===== config.mk =====
export PLATFORM = sky130hd
export DESIGN_NAME = rx_framer_parity_clock_select
export DESIGN_NICKNAME = d
export VERILOG_FILES = /design/src/rtl/xcvr_cfg_pkg.sv /design/src/rtl/char_framer.sv /design/src/rtl/rx_framer_parity_clock_select.sv
export SDC_FILE = /design/constraint.sdc
export NUM_CORES = 1
export LEC_CHECK = 0
export ABC_AREA = 1
export BUFFER_PORTS_ARGS = -buffer_cell sky130_fd_sc_hd__buf_2
export CAP_MARGIN = 20
export CORE_ASPECT_RATIO = 1.1
export CORE_MARGIN = 2
export CORE_UTILIZATION = 33
export CTS_BUF_LIST = sky130_fd_sc_hd__clkbuf_16
export DETAILED_ROUTE_END_ITERATION = 8
export PLACE_DENSITY = 0.56
export SLEW_MARGIN = 10
export SYNTH_ARGS = -nofsm -noshare
export SYNTH_HDL_FRONTEND = slang
export SYNTH_SLANG_ARGS = --single-unit

===== constraint.sdc =====
create_clock -name sys_clk -period 5.6 [get_ports sys_clk]
set_clock_uncertainty 0.05 [all_clocks]
set_input_delay 0.56 -clock sys_clk [delete_from_list [all_inputs] [get_ports sys_clk]]
set_output_delay 0.56 -clock sys_clk [all_outputs]
set_load 0.05 [all_outputs]

===== src/rtl/xcvr_cfg_pkg.sv =====
// Shared types and constants for the receive framer, parity and clock select logic.
// Assumes all inputs are synchronous to sys_clk and slower rates arrive as enable pulses.
package xcvr_cfg_pkg;

	// Three-level static select, encoded as two bits on a plain port.
	typedef enum logic [1:0] {
		LVL_LOW = 2'b00,
		LVL_MID = 2'b01,
		LVL_HIGH = 2'b10
	} tri_level_t;

	localparam int CHAR_W = 10;
	localparam int NUM_CH = 2;

	// Code group K28.5 in both running-disparity forms, first serial bit in bit 9.
	localparam logic [9:0] K285_RD_NEG = 10'h0fa;
	localparam logic [9:0] K285_RD_POS = 10'h305;
	// The 8-bit comma is the leading eight bits of K28.5.
	localparam logic [7:0] COMMA_RD_NEG = 8'h3e;
	localparam logic [7:0] COMMA_RD_POS = 8'hc1;

	// Pair of symbols must fit inside this many bits for the mid-level framer.
	localparam int MID_SPAN_BITS = 50;
	localparam logic [2:0] MID_SPAN_CHARS = 3'((MID_SPAN_BITS / CHAR_W) - 1);
	// Consecutive characters needed by the high-level framer.
	localparam logic [2:0] HIGH_RUN_CHARS = 3'h4;

	localparam logic [3:0] OFFSET_RST = 4'h0;
	localparam logic [2:0] COUNT_RST = 3'h0;

	typedef struct packed {
		logic [1:0] char_type;
		logic [7:0] data;
		logic odd_parity;
	} tx_word_t;

	typedef struct packed {
		logic [2:0] status;
		logic [7:0] data;
	} rx_word_t;

	function automatic logic symbol_match(input logic [9:0] w, input tri_level_t sel);
		if (sel == LVL_HIGH) begin
			symbol_match = (w == K285_RD_NEG) || (w == K285_RD_POS);
		end else begin
			symbol_match = (w[9:2] == COMMA_RD_NEG) || (w[9:2] == COMMA_RD_POS);
		end
	endfunction

endpackage


===== src/rtl/char_framer.sv =====
// One channel's character framer: finds the framing symbol at any bit offset and aligns.
// Assumes ten new serial bits arrive per bits_valid pulse, first bit in bit 9.
`timescale 1ns/1ps
module char_framer
	import xcvr_cfg_pkg::*;
(
	input wire logic sys_clk,
	input wire logic rst,
	input wire logic bits_valid,
	input wire logic [9:0] bits_in,
	input wire logic reframe_allow,
	input wire tri_level_t framer_style_select,
	input wire tri_level_t frame_symbol_select,
	output logic [9:0] char_out,
	output logic char_valid
);

	logic [19:0] hist_r, hist_nxt;
	logic [3:0] offset_r, offset_nxt;
	logic [3:0] cand_r, cand_nxt;
	logic [2:0] cnt_r, cnt_nxt;
	logic [2:0] age_r, age_nxt;
	logic stretch_r, stretch_nxt;
	logic [9:0] char_r, char_nxt;
	logic valid_r, valid_nxt;
	logic [9:0] det;
	logic any_det;
	logic [3:0] first_k;
	logic [19:0] hnew;

	always_comb begin
		hnew = {hist_r[9:0], bits_in};
		det = '0;
		any_det = 1'b0;
		first_k = OFFSET_RST;
		for (int k = 9; k >= 0; k--) begin
			det[k] = symbol_match(hnew[19 - k -: 10], frame_symbol_select);
			if (det[k]) begin
				any_det = 1'b1;
				first_k = 4'(k);
			end
		end
	end

	always_comb begin
		hist_nxt = hist_r;
		offset_nxt = offset_r;
		cand_nxt = cand_r;
		cnt_nxt = cnt_r;
		age_nxt = age_r;
		stretch_nxt = 1'b0;
		char_nxt = char_r;
		valid_nxt = 1'b0;
		if (bits_valid) begin
			hist_nxt = hnew;
			char_nxt = hnew[19 - offset_r -: 10];
			// A stretched cycle withholds one character so the clock lines up with the data.
			valid_nxt = ~stretch_r;
			if (age_r != 3'h7) begin
				age_nxt = age_r + 3'h1;
			end
			unique case (framer_style_select)
				LVL_LOW: begin
					if (reframe_allow && any_det && first_k != offset_r) begin
						offset_nxt = first_k;
						stretch_nxt = 1'b1;
					end
				end
				LVL_MID: begin
					if (cnt_r != COUNT_RST && det[cand_r] && age_r < MID_SPAN_CHARS) begin
						if (reframe_allow) begin
							offset_nxt = cand_r;
						end
						cnt_nxt = COUNT_RST;
					end else if (any_det) begin
						cand_nxt = first_k;
						cnt_nxt = 3'h1;
						age_nxt = COUNT_RST;
					end
				end
				LVL_HIGH: begin
					if (cnt_r != COUNT_RST && det[cand_r]) begin
						cnt_nxt = cnt_r + 3'h1;
						if (cnt_r + 3'h1 == HIGH_RUN_CHARS) begin
							if (reframe_allow) begin
								offset_nxt = cand_r;
							end
							cnt_nxt = COUNT_RST;
						end
					end else if (any_det) begin
						cand_nxt = first_k;
						cnt_nxt = 3'h1;
					end else begin
						cnt_nxt = COUNT_RST;
					end
				end
				default: begin
					cnt_nxt = COUNT_RST;
				end
			endcase
		end
	end

	always_ff @(posedge sys_clk or posedge rst) begin
		if (rst) begin
			hist_r <= '0;
			offset_r <= OFFSET_RST;
			cand_r <= OFFSET_RST;
			cnt_r <= COUNT_RST;
			age_r <= COUNT_RST;
			stretch_r <= 1'b0;
			char_r <= '0;
			valid_r <= 1'b0;
		end else begin
			hist_r <= hist_nxt;
			offset_r <= offset_nxt;
			cand_r <= cand_nxt;
			cnt_r <= cnt_nxt;
			age_r <= age_nxt;
			stretch_r <= stretch_nxt;
			char_r <= char_nxt;
			valid_r <= valid_nxt;
		end
	end

	assign char_out = char_r;
	assign char_valid = valid_r;

endmodule


===== src/rtl/rx_framer_parity_clock_select.sv =====
// Two-channel framing, rate compensation, parity check/generate and clock source selection.
// Assumes all inputs synchronous to sys_clk; reference and transmit clocks arrive as enable pulses.
`timescale 1ns/1ps
module rx_framer_parity_clock_select
	import xcvr_cfg_pkg::*;
#(
	parameter int CHANNELS = NUM_CH
)(
	input wire logic sys_clk,
	input wire logic rst,
	input wire logic reframe_allow,
	input wire tri_level_t framer_style_select,
	input wire tri_level_t frame_symbol_select,
	input wire tri_level_t parity_control,
	input wire tri_level_t tx_operating_select,
	input wire tri_level_t decoder_select,
	input wire tri_level_t tx_clock_source_select,
	input wire tri_level_t rx_clock_source_select,
	input wire logic reference_clock,
	input wire logic ref_tick,
	input wire logic tx_clk_tick,
	input wire tx_word_t [CHANNELS-1:0] tx_word_in,
	output tx_word_t [CHANNELS-1:0] tx_word_captured,
	output logic [CHANNELS-1:0] tx_parity_error,
	input wire logic [CHANNELS-1:0] rx_bits_valid,
	input wire logic [CHANNELS-1:0][9:0] rx_bits_in,
	output logic [CHANNELS-1:0][9:0] rx_aligned_char,
	output logic [CHANNELS-1:0] rx_aligned_valid,
	input wire logic [CHANNELS-1:0] comp_insert_req,
	input wire logic [CHANNELS-1:0] comp_delete_req,
	input wire logic [CHANNELS-1:0] rx_word_valid,
	input wire rx_word_t [CHANNELS-1:0] rx_word_in,
	output rx_word_t [CHANNELS-1:0] rx_word_out,
	output logic [CHANNELS-1:0] rx_odd_parity_out,
	output logic [CHANNELS-1:0] rx_odd_parity_oe,
	output logic delayed_reference_out,
	output logic delayed_reference_oe
);

	logic bypassed;
	logic tx_capture_en;
	logic rx_on_ref;
	logic dref_r, dref_nxt;

	// With parity_control at LVL_MID, mixed encoder/decoder settings fall back to the eight-bit coverage.
	assign bypassed = (tx_operating_select == LVL_LOW) && (decoder_select == LVL_LOW);
	assign tx_capture_en = (tx_clock_source_select == LVL_LOW) ? ref_tick : tx_clk_tick;
	assign rx_on_ref = (rx_clock_source_select == LVL_LOW);

	always_comb begin
		dref_nxt = reference_clock;
	end

	always_ff @(posedge sys_clk or posedge rst) begin
		if (rst) begin
			dref_r <= 1'b0;
		end else begin
			dref_r <= dref_nxt;
		end
	end

	assign delayed_reference_out = dref_r;
	assign delayed_reference_oe = rx_on_ref;

	for (genvar c = 0; c < CHANNELS; c++) begin : g_ch
		logic [9:0] fr_char;
		logic fr_valid;
		logic fr_is_sym;
		logic [9:0] eb_char_r, eb_char_nxt;
		logic eb_valid_r, eb_valid_nxt;
		logic [9:0] hold_r, hold_nxt;
		logic hold_full_r, hold_full_nxt;
		logic ins_pend_r, ins_pend_nxt;
		logic del_pend_r, del_pend_nxt;
		logic insert_now_r, insert_now_nxt;
		tx_word_t txw_r, txw_nxt;
		logic txerr_r, txerr_nxt;
		rx_word_t rxw_r, rxw_nxt;
		logic rxpar_r, rxpar_nxt;
		logic tx_ones, rx_ones;

		char_framer u_framer (
			.sys_clk(sys_clk),
			.rst(rst),
			.bits_valid(rx_bits_valid[c]),
			.bits_in(rx_bits_in[c]),
			.reframe_allow(reframe_allow),
			.framer_style_select(framer_style_select),
			.frame_symbol_select(frame_symbol_select),
			.char_out(fr_char),
			.char_valid(fr_valid)
		);

		assign fr_is_sym = symbol_match(fr_char, frame_symbol_select);

		// Rate compensation. A one-entry hold parks the character displaced by an insert.
		always_comb begin
			eb_char_nxt = eb_char_r;
			eb_valid_nxt = 1'b0;
			hold_nxt = hold_r;
			hold_full_nxt = hold_full_r;
			ins_pend_nxt = ins_pend_r | comp_insert_req[c];
			del_pend_nxt = del_pend_r | comp_delete_req[c];
			insert_now_nxt = 1'b0;
			if (!rx_on_ref) begin
				eb_char_nxt = fr_char;
				eb_valid_nxt = fr_valid;
				ins_pend_nxt = 1'b0;
				del_pend_nxt = 1'b0;
				hold_full_nxt = 1'b0;
			end else if (insert_now_r) begin
				eb_char_nxt = K285_RD_NEG;
				eb_valid_nxt = 1'b1;
				if (fr_valid) begin
					hold_nxt = fr_char;
					hold_full_nxt = 1'b1;
				end
			end else if (hold_full_r) begin
				eb_char_nxt = hold_r;
				eb_valid_nxt = 1'b1;
				if (fr_valid && del_pend_r && fr_is_sym) begin
					hold_full_nxt = 1'b0;
					del_pend_nxt = comp_delete_req[c];
				end else if (fr_valid) begin
					hold_nxt = fr_char;
				end else begin
					hold_full_nxt = 1'b0;
				end
			end else if (fr_valid) begin
				if (del_pend_r && fr_is_sym) begin
					del_pend_nxt = comp_delete_req[c];
				end else begin
					eb_char_nxt = fr_char;
					eb_valid_nxt = 1'b1;
					if (ins_pend_r && fr_is_sym) begin
						insert_now_nxt = 1'b1;
						ins_pend_nxt = comp_insert_req[c];
					end
				end
			end
		end

		// Transmit capture and odd-parity check.
		always_comb begin
			txw_nxt = txw_r;
			txerr_nxt = txerr_r;
			tx_ones = ^{tx_word_in[c].data, tx_word_in[c].odd_parity};
			if (parity_control == LVL_HIGH || bypassed) begin
				tx_ones = tx_ones ^ (^tx_word_in[c].char_type);
			end
			if (tx_capture_en) begin
				txw_nxt = tx_word_in[c];
				txerr_nxt = (parity_control != LVL_LOW) && !tx_ones;
			end
		end

		// Receive output register and odd-parity generation.
		always_comb begin
			rxw_nxt = rxw_r;
			rxpar_nxt = rxpar_r;
			rx_ones = ^rx_word_in[c].data;
			if (parity_control == LVL_HIGH) begin
				rx_ones = rx_ones ^ (^rx_word_in[c].status);
			end else if (bypassed) begin
				rx_ones = rx_ones ^ (^rx_word_in[c].status[1:0]);
			end
			if (rx_word_valid[c] && (!rx_on_ref || ref_tick)) begin
				rxw_nxt = rx_word_in[c];
				rxpar_nxt = ~rx_ones;
			end
		end

		always_ff @(posedge sys_clk or posedge rst) begin
			if (rst) begin
				eb_char_r <= '0;
				eb_valid_r <= 1'b0;
				hold_r <= '0;
				hold_full_r <= 1'b0;
				ins_pend_r <= 1'b0;
				del_pend_r <= 1'b0;
				insert_now_r <= 1'b0;
				txw_r <= '0;
				txerr_r <= 1'b0;
				rxw_r <= '0;
				rxpar_r <= 1'b1;
			end else begin
				eb_char_r <= eb_char_nxt;
				eb_valid_r <= eb_valid_nxt;
				hold_r <= hold_nxt;
				hold_full_r <= hold_full_nxt;
				ins_pend_r <= ins_pend_nxt;
				del_pend_r <= del_pend_nxt;
				insert_now_r <= insert_now_nxt;
				txw_r <= txw_nxt;
				txerr_r <= txerr_nxt;
				rxw_r <= rxw_nxt;
				rxpar_r <= rxpar_nxt;
			end
		end

		assign rx_aligned_char[c] = eb_char_r;
		assign rx_aligned_valid[c] = eb_valid_r;
		assign tx_word_captured[c] = txw_r;
		assign tx_parity_error[c] = txerr_r;
		assign rx_word_out[c] = rxw_r;
		assign rx_odd_parity_out[c] = rxpar_r;
		assign rx_odd_parity_oe[c] = (parity_control != LVL_LOW);
	end

endmodule


---- Word-level counts from Yosys, hierarchy flattened ----
Index checks and enable logic that the tools add are counted.
word-level totals
  register bits ........................... 171
  input port bits ......................... 92
  output and inout port bits .............. 74
  word-level logic and storage cells ...... 491
cells by class
  add/subtract/negate cells ............... 6
  $lt $le $gt $ge ......................... 4
  equal/unequal tests ..................... 120
  shifts and indexed selects .............. 2
  mux-type cells .......................... 197
  bitwise operators ....................... 15
  reduce and logical (&&, ||, !) cells .... 102
operator list
  operator                                                                      count
  10-bit equality test, second input constant                                   22
  10-bit by 8-bit equality test with 1-bit output, second input constant        22
  10-bit 2-to-1 mux                                                             18
  8-bit by 6-bit equality test with 1-bit output, second input constant         22
  8-bit equality test, second input constant                                    22
  4-bit 2-to-1 mux                                                              36
  1-bit 2-to-1 mux                                                              119
  29-bit by 33-bit variable part select with 10-bit output                      2
  3-bit 2-to-1 mux                                                              16
  1-bit logical OR                                                              46
  4-bit one-hot mux with 3 select lines                                         2
  1-bit logical AND                                                             21
  3-bit one-hot mux with 3 select lines                                         2
  9-bit parity                                                                  2
  2-bit by 1-bit != test with 1-bit output, second input constant               8
  4-bit one-hot mux with 2 select lines                                         2
  8-bit parity                                                                  2
  3-bit by 1-bit adder with 3-bit output, second input constant                 4
  2-bit != test, second input constant                                          6
  3-bit AND reduction                                                           4
  6-bit AND reduction                                                           2
  5-bit by 4-bit subtractor with 6-bit output, first input constant             2
  2-bit logical NOT                                                             5
  4-bit by 5-bit less-than comparator with 1-bit output, second input constant  2
  other kinds (21)                                                              57

---- Depth between registers and ports, before layout ----
Gate-level depths: netlist of run 1.
  depth in word-level cells ............... 18
  mapped depth ............................ 21
  depth with buffers taken out ............ 20

---- Modules after synthesis ----
A second synthesis of run 1 with hierarchy kept.
unflattened totals
  cell total of the unflattened synthesis .. 1860
  area total of the unflattened synthesis .. 12215.5 µm²
modules (own cells, without submodules)
  module                           instances  cells an instance  area each (µm²)  seq. area each (µm²)
  rx_framer_parity_clock_select    1          685                5153.7           2479.9
  char_framer at g_ch[1].u_framer  1          594                3602.2           900.9
  char_framer at g_ch[0].u_framer  1          581                3459.6           900.9

---- Worst setup path after synthesis of run 1 ----
OpenSTA, ideal clock, no wires.
  path type ............................... input -> register
  start ................................... input port rx_clock_source_select[1]
  end ..................................... register g_ch[1].eb_char_r[0]
  data arrival time ....................... 2.657 ns
  required time ........................... 5.422 ns
  setup slack ............................. 2.765 ns
  stages on the path ...................... 8
  buffers on the path ..................... 2
  path through ............................ nor2_1 inv_1 clkbuf_1 nor2_1 inv_1 clkbuf_1 o211ai_1 o21ai_0
between the ends
  word-level cells in the longest chain between the ends .. 3
  elaborated cells between the ends (all ways) .. 5
  those cells by class .................... eq/ne: 2; mux: 1; reduce/logical: 2
ends and longest elaborated chain
  item                                                                                 RTL line                              text
  from (decl)                                                                          rx_framer_parity_clock_select.sv:18   input wire tri_level_t rx_clock_source_select,
  2-bit logical NOT *                                                                  rx_framer_parity_clock_select.sv:48   assign rx_on_ref = (rx_clock_source_select == LVL_LOW);
  4-bit by 1-bit != test with 1-bit output (no line) or 4-bit != test (tied branches)  --
  2-bit AND reduction (no line)                                                        --
  to (signal assigned)                                                                 rx_framer_parity_clock_select.sv:187  eb_char_r <= eb_char_nxt;
  to (decl)                                                                            rx_framer_parity_clock_select.sv:69   logic [9:0] eb_char_r, eb_char_nxt;
Mark *: on every way between the ends. The rest lies on a longest branch, timed or not.
A chain may end at the register's enable or synchronous reset.

---- Worst setup path after layout of run 1 ----
  start ................................... register g_ch[0].u_framer.offset_r[2]
  end ..................................... register g_ch[0].u_framer.char_r[4]
between the ends
  word-level cells in the longest chain between the ends .. 2
ends and longest elaborated chain
  item                                                      RTL line            text
  from (decl)                                               char_framer.sv:19   logic [3:0] offset_r, offset_nxt;
  from (signal assigned)                                    char_framer.sv:116  offset_r <= offset_nxt;
  5-bit by 4-bit subtractor with 6-bit output               char_framer.sv:56   char_nxt = hnew[19 - offset_r -: 10];
  29-bit by 33-bit variable part select with 10-bit output  char_framer.sv:56
  to (signal assigned)                                      char_framer.sv:121  char_r <= char_nxt;
  to (decl)                                                 char_framer.sv:24   logic [9:0] char_r, char_nxt;
Every way passes these cells.

==> results.md, run 1 <==
- Across all setup checks in the final design, the least slack found is around 2900 ps.
- The net count after synthesis is 1652.
- The effective utilization at floorplan is between 30% and 40%.
- The data arrival time of the critical path is 2970 ps.
- By instance count, the leading cell after synthesis is nand2_1.
- By area the synthesized netlist is led by dfrtp_1 (37%), nand2_1 (13%), o21ai_0 (7.4%).
- Setup repair after global routing left no endpoint under its margin.
- Clock tree synthesis selected as its root buffer the cell clkbuf_16.
- The number of top-level pins is between 150 and 200.
- The first-pass GRT wire length is 53.9 mm.
- The number of antenna violations at the first check in global routing is 3.
- The die covers approximately 0.036 mm2.
- The number of gates resized after CTS was 0.
- Counting flops with an async set or reset pin after synthesis yields a share of 100%.
- The count of yosys warnings during synthesis is 0.
- The final critical path time including I/O delays and setup is approximately 2700 ps.
- The number of buffers inserted to repair setup after CTS is 0.
- The number of I/O port buffers is roughly 170.
- The worst voltage drop across the vdd grid is 0.195 mV.
- Row generation in the floorplan step produced 71 rows.
- By startpoint and endpoint, the worst setup path is classified as reg2reg.
- The required arrival time at the worst endpoint is 5860 ps.
- The run finished with clean final reports.
- The kind of launch point of the worst setup path is a flip-flop.
- After the first detailed-routing iteration, the DRC count stood at 692.
- Of the cells placed in the final design, the portion with a size suffix greater than 1 is 18.7%.
- Detailed routing inserted a total of 10698 vias.
- In the synthesized netlist, the number of instances is 1545.
- The synthesized area is between 0.01 and 0.015 mm2.
- The deepest clock path buffer count is 2.
- The post-placement worst setup slack is 2570 ps.
- Global routing consumed, over all layers together, a little under a fifth of the routing resources.
- Power spread over the standard cell area amounts to 339 mW/mm2.
- The detailed-route wire length is 32.7 mm.
- The clock buffer count from CTS is 17.
- The largest single stage delay on the critical path is roughly 690 ps.
- The y dimension of the die is 198 um.
- Dividing the detail-routed via count by the number of cells gives 5.05.
- The level count of the clock H-tree is 4.
- The core utilization of the finished layout is between 30% and 40%.
- Along the worst path, the maximum fanout reaches 17.
- The HPWL after detailed placement is 25.1 mm.
- The normalized max-slew margin is 24.5%.
- The commonest cells after synthesis are nand2_1 (385), dfrtp_1 (169), o21ai_0 (167).
- The synthesized flop and latch total is approximately 170.
- The horizontal extent of the die is roughly 180 um.
- Total power for the finished layout comes to 4400 uW.
- The most numerous cell on the critical path is inv_1.
- The final global-route overflow total is 0.
- The via count of the first global-routing pass was 10201.
- The fraction of post-synthesis cell area in the top cell type by area is 37.5%.
- The final hold violation count is 0.
- Compared with the post-synthesis result, the final layout area differs by 14.8%.
- The clock-pin slew on the worst setup and hold paths is 70 ps.
- Walking the worst path, the cells encountered are clkinv_1, ha_1, inv_1, nor2_1, inv_1, o22ai_1, o221ai_1, o21ai_0.
- The floorplan core area is roughly 0.034 mm2.
- The path class of the tightest hold or removal check is in2reg.
- For this design the static power due to leakage is roughly 0.0061 uW.
- The count of nets left with antenna violations once routing finished came out at 0.
- At the pin with the least slew margin, the transition time is 1120 ps.
- The mean post-synth cell area is between 7 and 8 um2.
- The detailed-router iteration count before antenna repair is 4.
- Entering global routing, the biggest net connects 80 pins.
- Setup violations remaining at the end of the flow were counted as 0.
- The clock sink count is 171.
- The leading register cell type out of synthesis is dfrtp_1.
- The detail-routed net length per standard cell is ~15 um.
- The max-slew violation total from the final report is 0.
- The CTS tree is done.
- The slowest cell on the critical path is dfrtp_1.
- The count of unique library cells instantiated by Yosys is 49.
- For the worst-skew pair, the clock arrives at the later sink with an insertion delay of 440 ps.
- The worst setup path is captured at a flip-flop.
- The number of hold-repair buffers added at the cts stage is 0.
- The sum of negative setup slack is 0 ps.
- The biggest area consumer among synthesized cells is dfrtp_1.
- For this run, the post-layout net count is 1774.
- In the routed design, unresolved DRC markers number 0.
- The number of synthesized flops with an enable pin is 0.
- At the end of routability-driven placement, the weighted congestion stood at 0.900.
- The worst path uses about half of the clock period.
- Based on the critical path, the design can be clocked at up to 369 MHz.
- The number of max-cap violations is 0.
- The portion of the post-synthesis area used by sequential elements is between 30% and 40%.
-- sequential cells by signal, indices dropped and copies added, names as in the netlist, 6 cells and up --
signal,flops
g_ch.u_framer.char_out,20
g_ch.hold_r,20
tx_word_captured,22
g_ch.eb_char_r,20
g_ch.u_framer.age_r,6
g_ch.u_framer.cand_r,8
rx_word_out,22
g_ch.u_framer.hist_r,20
g_ch.u_framer.cnt_r,6
g_ch.u_framer.offset_r,8
-- stage by stage --
step	area (um2)	hold WS (ps)	std cells
final	13000	186	2119
after global routing	13000	170	2118
after CTS	13000	167	2118
after detailed placement	12400	337	2086
after global placement	12400	335	2086
after floorplan	11300	328	1545
-- metal layers --
layer / wire, um / global-route usage (%) / vias up
met3: 2030 / 3.77 / 31
met5: 24 / 0 / -
met2: 15300 / 31.1 / 322
li1: - / - / 5387
met4: 333 / 4.24 / 4
met1: 15000 / 24.6 / 4954
-- final cells by class --
type                       instances  area [um2]
fill                            3630       21000
timing repair buffer             172         878
antenna                            1        2.50
clock inverter                    15         138
tap                              438         548
inverter                         162         613
clock buffer                      17         425
sequential                       171        4280
multi-input combinational       1143        6070
-- worst max-delay path: cells and delay by family (launching register included) --
| kind | cells | cell delay (ps) |
|---|---|---|
| adder cells (fa/ha/maj) | 1 | 480 |
| buffers and inverters | 3 | 820 |
| flip-flops | 1 | 690 |
| AND/OR/NAND/NOR | 1 | 70 |
| AO/OA/AOI/OAI | 3 | 470 |
-- power by group --
group	internal (uW)	switching [uW]	total, uW
Combinational	480	1120	1600
Clock	621	544	1170
Sequential	1440	188	1630
Total	2550	1850	4400
-- final timing paths --
check	start	slack [ps]	cells past startpoint	to
max	g_ch[0].u_framer.offset_r[2]	2890	8	g_ch[0].u_framer.char_out[4]
min	reference_clock	190	1	delayed_reference_out
max reg2reg	g_ch[0].u_framer.offset_r[2]	2890	8	g_ch[0].u_framer.char_out[4]
min reg2reg	g_ch[1].u_framer.stretch_r	340	1	g_ch[1].u_framer.char_valid
max in group asynchronous	rst	4140	3	g_ch[1].hold_r[9]
min in group asynchronous	rst	220	2	tx_word_captured[11]
-- cells in the final DEF, fill, tap and decap left out, types with 20 or more instances in the layout --
| cell | netlist | layout |
|---|---|---|
| nand2_1 | 385 | 385 |
| dfrtp_1 | 169 | 169 |
| o21ai_0 | 167 | 167 |
| buf_2 | 16 | 165 |
| nor2_1 | 139 | 139 |
| inv_1 | 134 | 134 |
| nand3_1 | 79 | 79 |
| mux2_2 | 48 | 48 |
| a21oi_1 | 47 | 47 |
| nor3_1 | 39 | 39 |
| inv_2 | 25 | 25 |
| o21ai_1 | 25 | 25 |
| xnor2_1 | 22 | 22 |
| nand4_1 | 21 | 21 |
| a31oi_1 | 20 | 20 |
-- kinds of logic (layout without fill, tap and decap cells) --
family	after synthesis	count (layout)	synth area share, %
multiplexers	66	66	6.38
adder cells (fa/ha/maj)	15	15	1.66
buffers and inverters	231	366	8.32
AO/OA/AOI/OAI	319	319	15.8
AND/OR/NAND/NOR	704	704	26.8
flip-flops	171	171	37.9
other	0	1	0
XOR/XNOR	39	39	3.03
Power figures use the tool's default switching activity.
==> run 2: changes to the inputs <==
Clock period 5.6 ns to 2.45 ns, I/O delays scaled along.
==> run 2 against run 1 <==
Compared with the run above: cell count up 2.7%; worst setup slack worse by 2800 ps; utilization increased by 2.1 points; die area did not move; flip-flop and latch count did not move; worst hold slack got worse by 180 ps; sequential power grew 130%; count of clock-buffer cells in the layout is the same; fmax rose by 16%; critical path depth up 7; design area rose by 5.5%; clock power rose by 140%; critical endpoint is now g_ch[1].u_framer.offset_r[0]; largest cell class unchanged.
==> results.md, run 2 (same netlist as run 1, synthesis figures left out) <==
- The HPWL after detailed placement is 26.4 mm (+5.2%).
- The number of antenna violations at the first check in global routing is 2 (-1).
- The number of routed nets with antenna violations came to 0 (unchanged).
- The count of buffer and inverter cells on the critical path is 3 (unchanged).
- The placer congestion estimate was 0.954 (+6.0%).
- The level count of the clock H-tree is 4 (unchanged).
- The cell area after layout is 0.0137 mm2 (+5.5%).
- The clock buffer count from CTS is 17 (unchanged).
- The detail-routed net length per standard cell is 15.7 um (+1.7%).
- The final hold violation count is 0 (unchanged).
- Setup repair after global routing could not meet its margin everywhere.
- In this design, the largest share of critical-path delay is due to simple AND/OR/NAND/NOR gates.
- The final global-route overflow total is 0 (unchanged).
- The number of top-level pins is 166 (unchanged).
- The initial detailed-routing violation count is 816 (+18%).
- The deepest clock path buffer count is 2 (unchanged).
- The final critical-path setup slack is 115 ps (-2770 ps).
- The highest fanout seen on the critical path is 6 (-11).
- The root buffer cell is clkbuf_16.
- The leading cell type in the layout, fill and taps excluded is nand2_1.
- The required arrival time at the worst endpoint is 2770 ps (-3090 ps).
- The post-placement worst setup slack is -47.1 ps (-2620 ps).
- The detailed-route wire length is 34.2 mm (+4.4%).
- The instance area after placement is 0.0128 mm2 (+2.9%).
- The number of I/O port buffers is 165 (unchanged).
- The final layout net count was 1833 (+3.3%).
- The effective utilization at floorplan is 33.3% (unchanged).
- The flow ran to the end, and the final reports show no timing, DRC or antenna violations.
- The first-pass GRT wire length was 55.3 mm (+2.5%).
- The clock sink count is 171 (unchanged).
- The worst setup path is of the reg2reg kind.
- The kind of launch point of the worst setup path is a flip-flop.
- The final number of setup-violating endpoints is 0 (unchanged).
- The horizontal extent of the die came to 180 um (unchanged).
- The slowest cell on the critical path is dfrtp_2.
- The final critical path time including I/O delays and setup is 2340 ps (-378 ps).
- The core utilization of the finished layout came to 40.3% (+2.1 points).
- The number of non-filler instances in the completed layout was 2176 (+2.7%).
- The global router's overall resource usage is 19.1% (+0.55 points).
- The per-cell via count in the routed design is 5.06 (+0.14%).
- The data arrival time of the critical path was 2650 ps (-320 ps).
- The stage delay of the slowest cell on the critical path was 490 ps (-200 ps).
- The total inserted antenna cells is 0 (-1).
- The number of max-cap violations is 0 (unchanged).
- The layout cell share with drive strength beyond 1 is 23.9% (+5.2 points).
- The fmax is 428 MHz (+16%).
- The latest clock arrival within the worst-skew pair came to 450 ps (about the same).
- The power density over the cells came to 757 mW/mm2 (+120%).
- The normalized max-slew margin came to 44.9% (+20 points).
- The placed cell count is 2124 (+1.8%).
- The worst hold path belongs to the class in2reg.
- The clock-pin slew on the worst setup and hold paths is 70 ps (about the same).
- The via count of the first global-routing pass came to 10479 (+2.7%).
- The y dimension of the die is 198 um (unchanged).
- The pin count of the biggest net entering global routing is 51 (-36%).
- The via count was 11001 (+2.8%).
- The top cell types in the final layout, fill and taps aside, are nand2_1 (371), o21ai_0 (166), buf_2 (165).
- The worst setup path is captured at a flip-flop.
- The static power due to leakage is 0.00639 uW (+5.5%).
- The final routed DRC violation total is 0 (unchanged).
- The max-slew violation total from the final report is 0 (unchanged).
- The transition at the pin with the smallest max-transition slack is 824 ps (-294 ps).
- The critical path goes through buf_4, nor2_2, nand3_1, o21ai_2, nand2_2, o21ai_2, a21oi_2, nor2_4, nand3_2, nand2_2, inv_2, nor2_4, buf_4, nand3_1, nand2_1.
- The floorplan core area was 0.0339 mm2 (unchanged).
- TritonCTS built the clock tree.
- From synthesis to final layout, the design area changed by 21.1%.
- The worst voltage drop across the vdd grid is 0.462 mV (+140%).
- The post-route fraction of the period consumed by the critical path came to 95.3% (+47 points).
- The die outline area is 0.0357 mm2 (unchanged).
- The detailed-router iteration count before antenna repair was 5 (+1).
- The cell row count is 71 (unchanged).
-- run 2: cell count changes in the layout (fill, tap and decap cells not counted), sizes merged --
cell / before / now
clkinvlp: 2 / 4
inv: 167 / 163
diode: 1 / 0
dlymetal6s2s: 0 / 1
buf: 172 / 225
bufinv: 1 / 2
dlygate4sd3: 0 / 5
-- run 2: worst paths after layout --
check,from,endpoint,slack (ps),cells after the start
worst min register to register,g_ch[1].u_framer.stretch_r,g_ch[1].u_framer.char_valid,350,1
worst max-delay path,g_ch[1].u_framer.hist_r[0],g_ch[1].u_framer.offset_r[0],110,15
worst min-delay path,comp_insert_req[1],g_ch[1].ins_pend_r,9,3
max in group asynchronous,rst,g_ch[0].u_framer.hist_r[6],1120,4
min in group asynchronous,rst,tx_word_captured[10],480,3
worst max register to register,g_ch[1].u_framer.hist_r[0],g_ch[1].u_framer.offset_r[0],110,15
-- run 2: what timing repair did --
action,CTS,global route
setup endpoints to repair,0,30
hold buffers,5,0
hold endpoints to repair,30,0
gates resized for setup,0,58
setup buffers,0,16
-- run 2: worst min-delay path: stages --
cell and delay, ps:
buf_2 110, inv_1 50, a21oi_1 50
-- run 2: layout make-up --
type / instances / area (um2)
timing repair buffer: 231 / 1430
tap: 438 / 548
multi-input combinational: 1143 / 6180
inverter: 162 / 627
clock inverter: 14 / 161
fill: 3513 / 20300
clock buffer: 17 / 425
sequential: 171 / 4300
-- run 2: where the power goes --
part           switching, uW  internal [uW]
clock network           1250           1520
logic                   2650           1230
registers                383           3310
total                   4290           6060
-- run 2: metal layers --
layer | track usage [%] | part of all wire [%]
met3 | 3.42 | 5.5
met1 | 24.6 | 45
met4 | 5.76 | 1.9
met5 | 0 | 0.070
met2 | 32.6 | 48
-- run 2: per-stage QoR --
step | total power, uW | TNS [ps] | hold WS [ps]
finish | 10300 | 0 | 9.17
global route | 11000 | -124 | 1.98
CTS | 10400 | 0 | 1.77
detailed placement | 7550 | -139 | 316
global placement | 7520 | -128 | 310
floorplan | 6500 | -4410 | 226
